### src/include/btb_regs.vh
`ifndef BTB_REGS_VH
`define BTB_REGS_VH

// Register indexes; byte address is four times the index
`define BTB_IDX_ISL 16'hfe5f
`define BTB_IDX_CTRL 16'hfe7f
`define BTB_IDX_COUNT 16'hfe7c

// Reset values
`define BTB_ISL_RESET 8'h00
`define BTB_CTRL_RESET 8'h00

// Control register fields
`define BTB_CTRL_FAST 7
`define BTB_CTRL_RUN 6
`define BTB_CTRL_PER_HI 5
`define BTB_CTRL_PER_LO 4
`define BTB_CTRL_IF1 3
`define BTB_CTRL_IE1 2
`define BTB_CTRL_IF0 1
`define BTB_CTRL_IE0 0

// Input select register fields
`define BTB_ISL_CLK_HI 5
`define BTB_ISL_CLK_LO 4
`define BTB_ISL_BUZ 3

// Count clock select codes
`define BTB_CLK_CYCLE 2'h1
`define BTB_CLK_T0PRE 2'h3

// Counter register write field
`define BTB_COUNT_CLEAR 0

// Interrupt 1 period masks in count clocks minus one
`define BTB_P32_MASK 14'h001f
`define BTB_P128_MASK 14'h007f
`define BTB_P512_MASK 14'h01ff
`define BTB_P2048_MASK 14'h07ff
`define BTB_P2_MASK 14'h0001
`define BTB_P8_MASK 14'h0007

// AXI responses
`define BTB_RESP_OKAY 2'h0
`define BTB_RESP_SLVERR 2'h2

`endif

### src/btb_counter.v
`timescale 1ns/1ps
`include "btb_regs.vh"

module btb_counter #(
	parameter LO_W = 8,
	parameter HI_W = 6
) (
	input wire sys_clk,
	input wire resetn,
	input wire tick,
	input wire clear,
	input wire fast,
	input wire runCtl,
	input wire [1:0] periodSel,
	output wire [LO_W+HI_W-1:0] count,
	output wire int0Set,
	output wire int1Set,
	output wire buzzer
);

	localparam W = LO_W + HI_W;

	reg [LO_W-1:0] lo_q;
	reg [HI_W-1:0] hi_q;
	wire loFull;
	wire hiFull;
	wire active;
	wire step;
	wire hiStep;
	wire [W-1:0] mask;

	function [13:0] int1Mask;
		input f;
		input [1:0] s;
		begin
			case (s)
				2'h0: int1Mask = `BTB_P32_MASK;
				2'h1: int1Mask = `BTB_P128_MASK;
				2'h2: int1Mask = f ? `BTB_P2_MASK : `BTB_P512_MASK;
				default: int1Mask = f ? `BTB_P8_MASK : `BTB_P2048_MASK;
			endcase
		end
	endfunction

	assign count = {hi_q, lo_q};
	assign loFull = &lo_q;
	assign hiFull = &hi_q;
	// Stopped only once the count has come back to zero
	assign active = runCtl | (|count);
	assign step = tick & active;
	// Fast mode feeds the upper stage straight from the count clock
	assign hiStep = fast ? step : (step & loFull);
	assign mask = int1Mask(fast, periodSel);

	always @(posedge sys_clk) begin
		if (!resetn) begin
			lo_q <= {LO_W{1'b0}};
			hi_q <= {HI_W{1'b0}};
		end else if (clear) begin
			lo_q <= {LO_W{1'b0}};
			hi_q <= {HI_W{1'b0}};
		end else begin
			if (step) begin
				lo_q <= lo_q + 1'b1;
			end
			if (hiStep) begin
				hi_q <= hi_q + 1'b1;
			end
		end
	end

	assign int0Set = fast ? (step & hiFull) : (step & loFull & hiFull);
	// Period masks below 256 come from the lower stage alone
	assign int1Set = step & ((count & mask) == mask);
	assign buzzer = lo_q[3];

endmodule // btb_counter

### src/btb_pinmux.v
`timescale 1ns/1ps
`include "btb_regs.vh"

module btb_pinmux (
	input wire sys_clk,
	input wire resetn,
	input wire buzzerSelect,
	input wire pinFunction,
	input wire buzzerSrc,
	input wire timer1HighPwm,
	input wire portLatch,
	output reg pinOut_q,
	output reg pwmhOut_q,
	output reg buzzerOut_q
);

	wire buzD;
	wire pwmD;

	assign buzD = buzzerSelect ? buzzerSrc : 1'b1;
	assign pwmD = buzzerSelect ? 1'b1 : timer1HighPwm;

	always @(posedge sys_clk) begin
		if (!resetn) begin
			pinOut_q <= 1'b0;
			pwmhOut_q <= 1'b1;
			buzzerOut_q <= 1'b1;
		end else begin
			buzzerOut_q <= buzD;
			pwmhOut_q <= pwmD;
			// Buzzer and PWM both high when unselected, so AND picks one
			pinOut_q <= pinFunction ? (buzD & pwmD) : portLatch;
		end
	end

endmodule // btb_pinmux

### src/btb_top.v
// Behaviour
// Fourteen bits from cascaded eight and six
// Software can clear the counters
// Select field picks sub, cycle, prescaler clock
// Upper stage fed directly or by overflow
// Interrupt 0 every 64 or 16384 clocks
// Software sets fast bit for fast mode
// Run bit low stops at zero count
// Interrupt 1 period from fast and period
// Interrupt 1 flag set per period, write clears
// Interrupt 0 flag set per period, write clears
// Enabled interrupt 1 raises release and request
// Enabled interrupt 0 raises release and request
// Period rewrite may set interrupt 1 flag
// Buzzer selected: pin gets clock over 16
// Buzzer deselected: pin gets PWM output
// Lower stage makes buzzer and interrupt 1; the 512 and 2048 periods also use the upper stage
// Keeps counting in hold if enabled
// Software keeps cycle clock below half period
// Software stops timer before hold on subclock
// Software stops timer before changing source
// One level request while any enabled flag
//
// Added by the designer: the AXI4-Lite slave port.
`timescale 1ns/1ps
`include "btb_regs.vh"

module btb_top #(
	parameter ADDR_W = 18,
	parameter LO_W = 8,
	parameter HI_W = 6
) (
	input wire sys_clk,
	input wire resetn,
	input wire [ADDR_W-1:0] s_axi_awaddr,
	input wire s_axi_awvalid,
	output reg s_axi_awready,
	input wire [31:0] s_axi_wdata,
	input wire [3:0] s_axi_wstrb,
	input wire s_axi_wvalid,
	output reg s_axi_wready,
	output reg [1:0] s_axi_bresp,
	output reg s_axi_bvalid,
	input wire s_axi_bready,
	input wire [ADDR_W-1:0] s_axi_araddr,
	input wire s_axi_arvalid,
	output reg s_axi_arready,
	output reg [31:0] s_axi_rdata,
	output reg [1:0] s_axi_rresp,
	output reg s_axi_rvalid,
	input wire s_axi_rready,
	input wire subClock,
	input wire cycleClock,
	input wire t0Prescaler,
	input wire holdMode,
	input wire holdRunEnable,
	input wire pinFunction,
	input wire timer1HighPwm,
	input wire portLatch,
	output reg baseTimerIrq,
	output reg xtalHoldRelease,
	output wire pinOut,
	output wire pwmhOut,
	output wire buzzerOut
);

	localparam W = LO_W + HI_W;

	// Register file
	reg [7:0] isl_q;
	reg [7:0] ctrl_q;
	reg [7:0] ctrl_d;
	reg clear_q;
	reg clear_d;

	// Write channel state
	reg [ADDR_W-1:0] awAddr_q;
	reg awHeld_q;
	reg [31:0] wData_q;
	reg [3:0] wStrb_q;
	reg wHeld_q;

	// Count clock edge detection
	reg srcPrev_q;
	reg srcSel;
	wire srcRise;
	wire tick;

	wire [W-1:0] count;
	wire int0Set;
	wire int1Set;
	wire buzzerSrc;
	wire doWrite;
	wire arTake;
	wire [15:0] wrIdx;
	wire [15:0] rdIdx;

	function mapped;
		input [15:0] idx;
		begin
			mapped = (idx == `BTB_IDX_ISL) || (idx == `BTB_IDX_CTRL) ||
				(idx == `BTB_IDX_COUNT);
		end
	endfunction

	assign wrIdx = awAddr_q[17:2];
	assign rdIdx = s_axi_araddr[17:2];

	// Source select, codes 00 and 10 both take the subclock
	always @* begin
		case (isl_q[`BTB_ISL_CLK_HI:`BTB_ISL_CLK_LO])
			`BTB_CLK_CYCLE: srcSel = cycleClock;
			`BTB_CLK_T0PRE: srcSel = t0Prescaler;
			default: srcSel = subClock;
		endcase
	end

	always @(posedge sys_clk) begin
		if (!resetn) begin
			srcPrev_q <= 1'b0;
		end else begin
			srcPrev_q <= srcSel;
		end
	end

	assign srcRise = srcSel & ~srcPrev_q;
	// In hold the count clock is gated unless hold running is enabled
	assign tick = srcRise & (~holdMode | holdRunEnable);

	btb_counter #(
		.LO_W(LO_W),
		.HI_W(HI_W)
	) u_counter (
		.sys_clk(sys_clk),
		.resetn(resetn),
		.tick(tick),
		.clear(clear_q),
		.fast(ctrl_q[`BTB_CTRL_FAST]),
		.runCtl(ctrl_q[`BTB_CTRL_RUN]),
		.periodSel(ctrl_q[`BTB_CTRL_PER_HI:`BTB_CTRL_PER_LO]),
		.count(count),
		.int0Set(int0Set),
		.int1Set(int1Set),
		.buzzer(buzzerSrc)
	);

	btb_pinmux u_pinmux (
		.sys_clk(sys_clk),
		.resetn(resetn),
		.buzzerSelect(isl_q[`BTB_ISL_BUZ]),
		.pinFunction(pinFunction),
		.buzzerSrc(buzzerSrc),
		.timer1HighPwm(timer1HighPwm),
		.portLatch(portLatch),
		.pinOut_q(pinOut),
		.pwmhOut_q(pwmhOut),
		.buzzerOut_q(buzzerOut)
	);

	// Write performed once both address and data are held
	assign doWrite = awHeld_q & wHeld_q & ~s_axi_bvalid;
	assign arTake = s_axi_arvalid & s_axi_arready;

	// Control register next value; hardware flag sets win over writes
	always @* begin
		ctrl_d = ctrl_q;
		clear_d = 1'b0;
		if (doWrite && wStrb_q[0]) begin
			if (wrIdx == `BTB_IDX_CTRL) begin
				ctrl_d = wData_q[7:0];
			end
			if (wrIdx == `BTB_IDX_COUNT) begin
				clear_d = wData_q[`BTB_COUNT_CLEAR];
			end
		end
		if (int1Set) begin
			ctrl_d[`BTB_CTRL_IF1] = 1'b1;
		end
		if (int0Set) begin
			ctrl_d[`BTB_CTRL_IF0] = 1'b1;
		end
	end

	always @(posedge sys_clk) begin
		if (!resetn) begin
			ctrl_q <= `BTB_CTRL_RESET;
			isl_q <= `BTB_ISL_RESET;
			clear_q <= 1'b0;
		end else begin
			ctrl_q <= ctrl_d;
			clear_q <= clear_d;
			if (doWrite && wStrb_q[0] && wrIdx == `BTB_IDX_ISL) begin
				isl_q <= wData_q[7:0];
			end
		end
	end

	// Interrupt request and hold release, one cycle after the flag
	always @(posedge sys_clk) begin
		if (!resetn) begin
			baseTimerIrq <= 1'b0;
			xtalHoldRelease <= 1'b0;
		end else begin
			baseTimerIrq <= (ctrl_q[`BTB_CTRL_IF1] & ctrl_q[`BTB_CTRL_IE1]) |
				(ctrl_q[`BTB_CTRL_IF0] & ctrl_q[`BTB_CTRL_IE0]);
			xtalHoldRelease <= (ctrl_q[`BTB_CTRL_IF1] &
				ctrl_q[`BTB_CTRL_IE1]) |
				(ctrl_q[`BTB_CTRL_IF0] & ctrl_q[`BTB_CTRL_IE0]);
		end
	end

	// Write address and data channels, taken in either order
	always @(posedge sys_clk) begin
		if (!resetn) begin
			s_axi_awready <= 1'b0;
			s_axi_wready <= 1'b0;
			awHeld_q <= 1'b0;
			wHeld_q <= 1'b0;
			awAddr_q <= {ADDR_W{1'b0}};
			wData_q <= 32'h0;
			wStrb_q <= 4'h0;
			s_axi_bvalid <= 1'b0;
			s_axi_bresp <= `BTB_RESP_OKAY;
		end else begin
			if (!awHeld_q && !s_axi_bvalid) begin
				s_axi_awready <= 1'b1;
			end
			if (!wHeld_q && !s_axi_bvalid) begin
				s_axi_wready <= 1'b1;
			end
			if (s_axi_awvalid && s_axi_awready) begin
				awAddr_q <= s_axi_awaddr;
				awHeld_q <= 1'b1;
				s_axi_awready <= 1'b0;
			end
			if (s_axi_wvalid && s_axi_wready) begin
				wData_q <= s_axi_wdata;
				wStrb_q <= s_axi_wstrb;
				wHeld_q <= 1'b1;
				s_axi_wready <= 1'b0;
			end
			if (doWrite) begin
				awHeld_q <= 1'b0;
				wHeld_q <= 1'b0;
				s_axi_bvalid <= 1'b1;
				s_axi_bresp <= mapped(wrIdx) ? `BTB_RESP_OKAY :
					`BTB_RESP_SLVERR;
			end
			if (s_axi_bvalid && s_axi_bready) begin
				s_axi_bvalid <= 1'b0;
			end
		end
	end

	// Read channel, answer one cycle after the address is taken
	always @(posedge sys_clk) begin
		if (!resetn) begin
			s_axi_arready <= 1'b0;
			s_axi_rvalid <= 1'b0;
			s_axi_rdata <= 32'h0;
			s_axi_rresp <= `BTB_RESP_OKAY;
		end else begin
			if (!s_axi_rvalid && !arTake) begin
				s_axi_arready <= 1'b1;
			end
			if (arTake) begin
				s_axi_arready <= 1'b0;
				s_axi_rvalid <= 1'b1;
				s_axi_rresp <= mapped(rdIdx) ? `BTB_RESP_OKAY :
					`BTB_RESP_SLVERR;
				case (rdIdx)
					`BTB_IDX_ISL: s_axi_rdata <= {24'h0, isl_q};
					`BTB_IDX_CTRL: s_axi_rdata <= {24'h0, ctrl_q};
					`BTB_IDX_COUNT: s_axi_rdata <= {{(32-W){1'b0}}, count};
					default: s_axi_rdata <= 32'h0;
				endcase
			end
			if (s_axi_rvalid && s_axi_rready) begin
				s_axi_rvalid <= 1'b0;
			end
		end
	end

endmodule // btb_top

### config.mk
export PLATFORM = sky130hd
export DESIGN_NAME = btb_top
export DESIGN_NICKNAME = d
export VERILOG_FILES = /design/src/btb_counter.v /design/src/btb_pinmux.v /design/src/btb_top.v
export VERILOG_INCLUDE_DIRS = /design/src /design/src/include
export SDC_FILE = /design/constraint.sdc
export NUM_CORES = 1
export LEC_CHECK = 0
export CAP_MARGIN = 20
export CORE_AREA = 2 2 109 111
export DETAILED_ROUTE_END_ITERATION = 8
export DIE_AREA = 0 0 111 113
export DONT_BUFFER_PORTS = 1
export GPL_ROUTABILITY_DRIVEN = 0
export PLACE_DENSITY = 0.53
export SYNTH_ARGS = -nofsm -noshare
export SYNTH_HDL_FRONTEND = slang
export SYNTH_HIERARCHICAL = 1
export SYNTH_SLANG_ARGS = --single-unit
### constraint.sdc
create_clock -name sys_clk -period 1.75 [get_ports sys_clk]
set_input_delay 0.0875 -clock sys_clk [delete_from_list [all_inputs] [get_ports sys_clk]]
set_output_delay 0.0875 -clock sys_clk [all_outputs]
set_load 0.02 [all_outputs]
==> reports/metrics.csv <==
stage,metric,value,unit
cells_and_area,syn2layout_area_growth,26.4,%
drt,route.vias.total,3407,
die,fp-row-count,39,
die,core_region_area,0.0113,mm^2
drt,detail-route-antenna-nets,0,
logic_synthesis,synth_enable_flop_cells,0,
cells_and_area,multiInputGateArea,0.00207,mm^2
drt,avgRoutedWirePerCell,15.4,um
sta,achievable-frequency,540,MHz
logic_synthesis,synthesis.yosys.warnings,6,
sta,finalCritPeriodShare,106,%
flow_run,maxcap_violations,0,
sta,slew_headroom,61.8,%
clocking,cts-htree-levels,3,
logic_synthesis,postSynth.asyncResetShare,0,%
worst_setup_path,critical_path.slowest_cell,sky130_fd_sc_hd__or4_4,
logic_synthesis,synth_top_cell_area_share,43.0,%
cells_and_area,post_route_cells_drive_above_1_share,18.0,%
min_path,holdCritPathClass,input pin to register,
global_routing,first_global_vias,3373,
drt,finalWirelength,10100,um
cells_and_area,layout_nets,604,
clocking,cts_tree,yes,
sta,finalMaxSlewViolations,0,
run_status,violations,negative setup slack,
worst_setup_path,cp_data_arrival_time,2.12,ns
clocking,cts_max_path_buffers,2,
logic_synthesis,synth-seq-cells,84,
drt,remaining_drc_errors,0,
sta,setup_viol,10,
worst_setup_path,cp-end-kind,register,
die,io-pin-count,133,
die,die_width,111,um
logic_synthesis,yosys.cell_count.top_type,sky130_fd_sc_hd__nand2_1,
logic_synthesis,synth-seq-area-share,43.0,%
worst_setup_path,crit_path_class,register to register,
worst_setup_path,crit_chain,"mux2i_1, nand2_1, o21ai_2, nor3_2, buf_4, o41ai_4, buf_4, or4_4, a21oi_2",
worst_setup_path,timing.critical_path.fanout_max,3,
cells_and_area,n_fill_cell,1094,
power,power.static_leakage,0.00180,uW
drt,vias_per_cell,5.16,
die,floorplan.die_area,0.0125,mm^2
die,die_height,113,um
sta,grt_setup_unrepaired,true,
logic_synthesis,number_of_standard_cells_after_synthesis,463,
logic_synthesis,mapped_cell_area,0.00391,mm^2
run_status,status,"finished, violations left",
global_routing,gr-total-overflow,0,
power,vdd.ir_drop.worst,0.403,mV
sta,timing.final.hold_violations,0,
die,floorplan.initialDensity,34.7,%
placed_design,place.detailed.hpwl,7160,um
logic_synthesis,mean_post_synth_cell_area,8.44,um^2
drt,drt-initial-drc-count,136,
global_routing,grt_start_max_net_pins,48,
worst_setup_path,critical-path-max-stage-delay,0.53,ns
cells_and_area,final_area,0.00494,mm^2
logic_synthesis,synth_largest_area_cell,sky130_fd_sc_hd__dfxtp_1,
logic_synthesis,synthFlopType,sky130_fd_sc_hd__dfxtp_1,
worst_setup_path,cp_common_cell,sky130_fd_sc_hd__buf_4,
global_routing,total_global_routing_track_utilization,16.3,%
clocking,clock_sink_count,84,
global_routing,first_pass_grt_wire_length,16600,um
sta,setup_ws,-0.101,ns
cells_and_area,antenna_cells_inserted,0,
logic_synthesis,synth.lib_cells_used.distinct,60,
clocking,clk_transition_reported_paths,0.06,ns
worst_setup_path,crit_path_start_kind,register,
cells_and_area,layout.area.seq,0.00169,mm^2
sta,tightest_slew,0.573,ns
placed_design,port-buffer-count,0,
global_routing,grt_antenna_before_repair,0,
clocking,cts.root.buffer_cell,sky130_fd_sc_hd__clkbuf_16,
sta,finalClockSkew,0.00763,ns
worst_setup_path,worst-endpoint-required,2.02,ns
placed_design,placement.cell_area,0.00414,mm^2
logic_synthesis,synthTopCellsByArea,"sky130_fd_sc_hd__dfxtp_1 43%, sky130_fd_sc_hd__nand2_1 8.2%, sky130_fd_sc_hd__a21oi_1 6.9%, sky130_fd_sc_hd__buf_4 4.4%, sky130_fd_sc_hd__nand4_1 3.0%",
logic_synthesis,synth_top_cells_by_count,"85 x sky130_fd_sc_hd__nand2_1, 84 x sky130_fd_sc_hd__dfxtp_1, 54 x sky130_fd_sc_hd__a21oi_1, 23 x sky130_fd_sc_hd__buf_4, 23 x sky130_fd_sc_hd__o21ai_1",
drt,detail_route.first_pass.iterations,4,
clocking,cts_buffers,9,
power,pwr_density_cell,930,mW/mm^2
clocking,clock_latency,0.34,ns
worst_setup_path,cp.buffers_inverters,2,
worst_setup_path,cpLargestDelayFamily,simple AND/OR/NAND/NOR gates,
sta,post-route-min-period,1.85,ns
power,report.power.total,4600,uW
[stage by stage]
stage | setup TNS (ns) | hold WS (ns) | setup WS (ns) | util, % | std cells
2_1_floorplan | -0.106 | 0.149 | -0.0975 | - | 482
3_3_place_gp | -0.434 | 0.153 | -0.115 | 36.7 | 610
3_5_place_dp | -0.575 | 0.159 | -0.152 | 36.7 | 610
4_1_cts | -0.680 | 0.0209 | -0.0780 | 43.4 | 659
5_1_grt | -1.20 | 0.0408 | -0.167 | 43.8 | 660
6_report | -0.506 | 0.0211 | -0.101 | 43.8 | 660
[registers in the layout, indices dropped and copies added, names as in the netlist, 6 cells and up]
signal / count
wData_q: 8
awAddr_q: 16
isl_q: 8
u_counter/hi_q: 6
ctrl_q: 8
s_axi_rdata: 14
u_counter/lo_q: 8
[layout make-up]
cell class                 instances  share of cell area, %
clock buffer                      10                   4.63
clock inverter                     5                   2.53
inverter                          10                  0.759
multi-input combinational        340                   41.9
sequential                        84                   34.1
tap                              143                   3.62
timing repair buffer              68                   12.5
[layout by cell type, fill, tap and decap left out, types with 6 or more instances in the layout]
master / count
sky130_fd_sc_hd__a21oi_1: 53
sky130_fd_sc_hd__a21oi_2: 6
sky130_fd_sc_hd__a22o_1: 8
sky130_fd_sc_hd__a22oi_1: 9
sky130_fd_sc_hd__buf_4: 31
sky130_fd_sc_hd__clkbuf_16: 9
sky130_fd_sc_hd__conb_1: 20
sky130_fd_sc_hd__dfxtp_1: 80
sky130_fd_sc_hd__dlygate4sd3_1: 34
sky130_fd_sc_hd__inv_1: 10
sky130_fd_sc_hd__nand2_1: 84
sky130_fd_sc_hd__nand3_1: 9
sky130_fd_sc_hd__nand4_1: 19
sky130_fd_sc_hd__nand4b_1: 8
sky130_fd_sc_hd__nor2_1: 17
sky130_fd_sc_hd__o21ai_1: 22
sky130_fd_sc_hd__o21ai_2: 7
sky130_fd_sc_hd__or4_4: 6
[timing repair]
item / CTS / global route
setup endpoints to repair: 10 / 15
cloned: 0 / 0
hold buffers: 34 / 0
gates resized for setup: 12 / 10
buffers inserted: 1 / 1
pin swaps: 15 / 13
hold endpoints to repair: 44 / 0
[logic make-up after synthesis]
kind of cell,synth area share [%]
buf+inv,8.32
fa+ha+maj,1.28
simple gates,25.7
mux,0.800
compound gates,19.8
other cells,0.0959
flops,43.0
xor+xnor,0.896
[layer usage]
layer  up-vias  share of wire [%]  track usage, %
met2        87                 50            28.4
met4         0                1.7            6.67
li1       1703                  -               -
met3        14                4.5            3.21
met5         -                  0               0
met1      1603                 44            19.7
[worst reg2reg max path, stage by stage, from the launching register on]
cell and delay (ns):
sky130_fd_sc_hd__dfxtp_2 0.32, sky130_fd_sc_hd__mux2i_1 0.11, sky130_fd_sc_hd__nand2_1 0.08, sky130_fd_sc_hd__o21ai_2 0.06, sky130_fd_sc_hd__nor3_2 0.14, sky130_fd_sc_hd__buf_4 0.15, sky130_fd_sc_hd__o41ai_4 0.09, sky130_fd_sc_hd__buf_4 0.16
sky130_fd_sc_hd__or4_4 0.53, sky130_fd_sc_hd__a21oi_2 0.15
[path summary, 6_finish.rpt]
path / start / end / slack [ns] / depth (start not counted)
max: isl_q[5]$_SDFFE_PN0P_ / u_counter/hi_q[5]$_SDFFE_PP0P_ / -0.10 / 9
min: subClock / srcPrev_q$_SDFF_PN0_ / 0.02 / 3
max reg2reg: isl_q[5]$_SDFFE_PN0P_ / u_counter/hi_q[5]$_SDFFE_PP0P_ / -0.10 / 9
min reg2reg: awAddr_q[12]$_SDFFE_PN0P_ / awAddr_q[12]$_SDFFE_PN0P_ / 0.45 / 2
[power by group]
part	switching [uW]	internal (uW)
logic	182	121
registers	56.4	1960
clock network	748	1530
total	987	3610
Note: power is estimated with default switching activity, not from simulation.
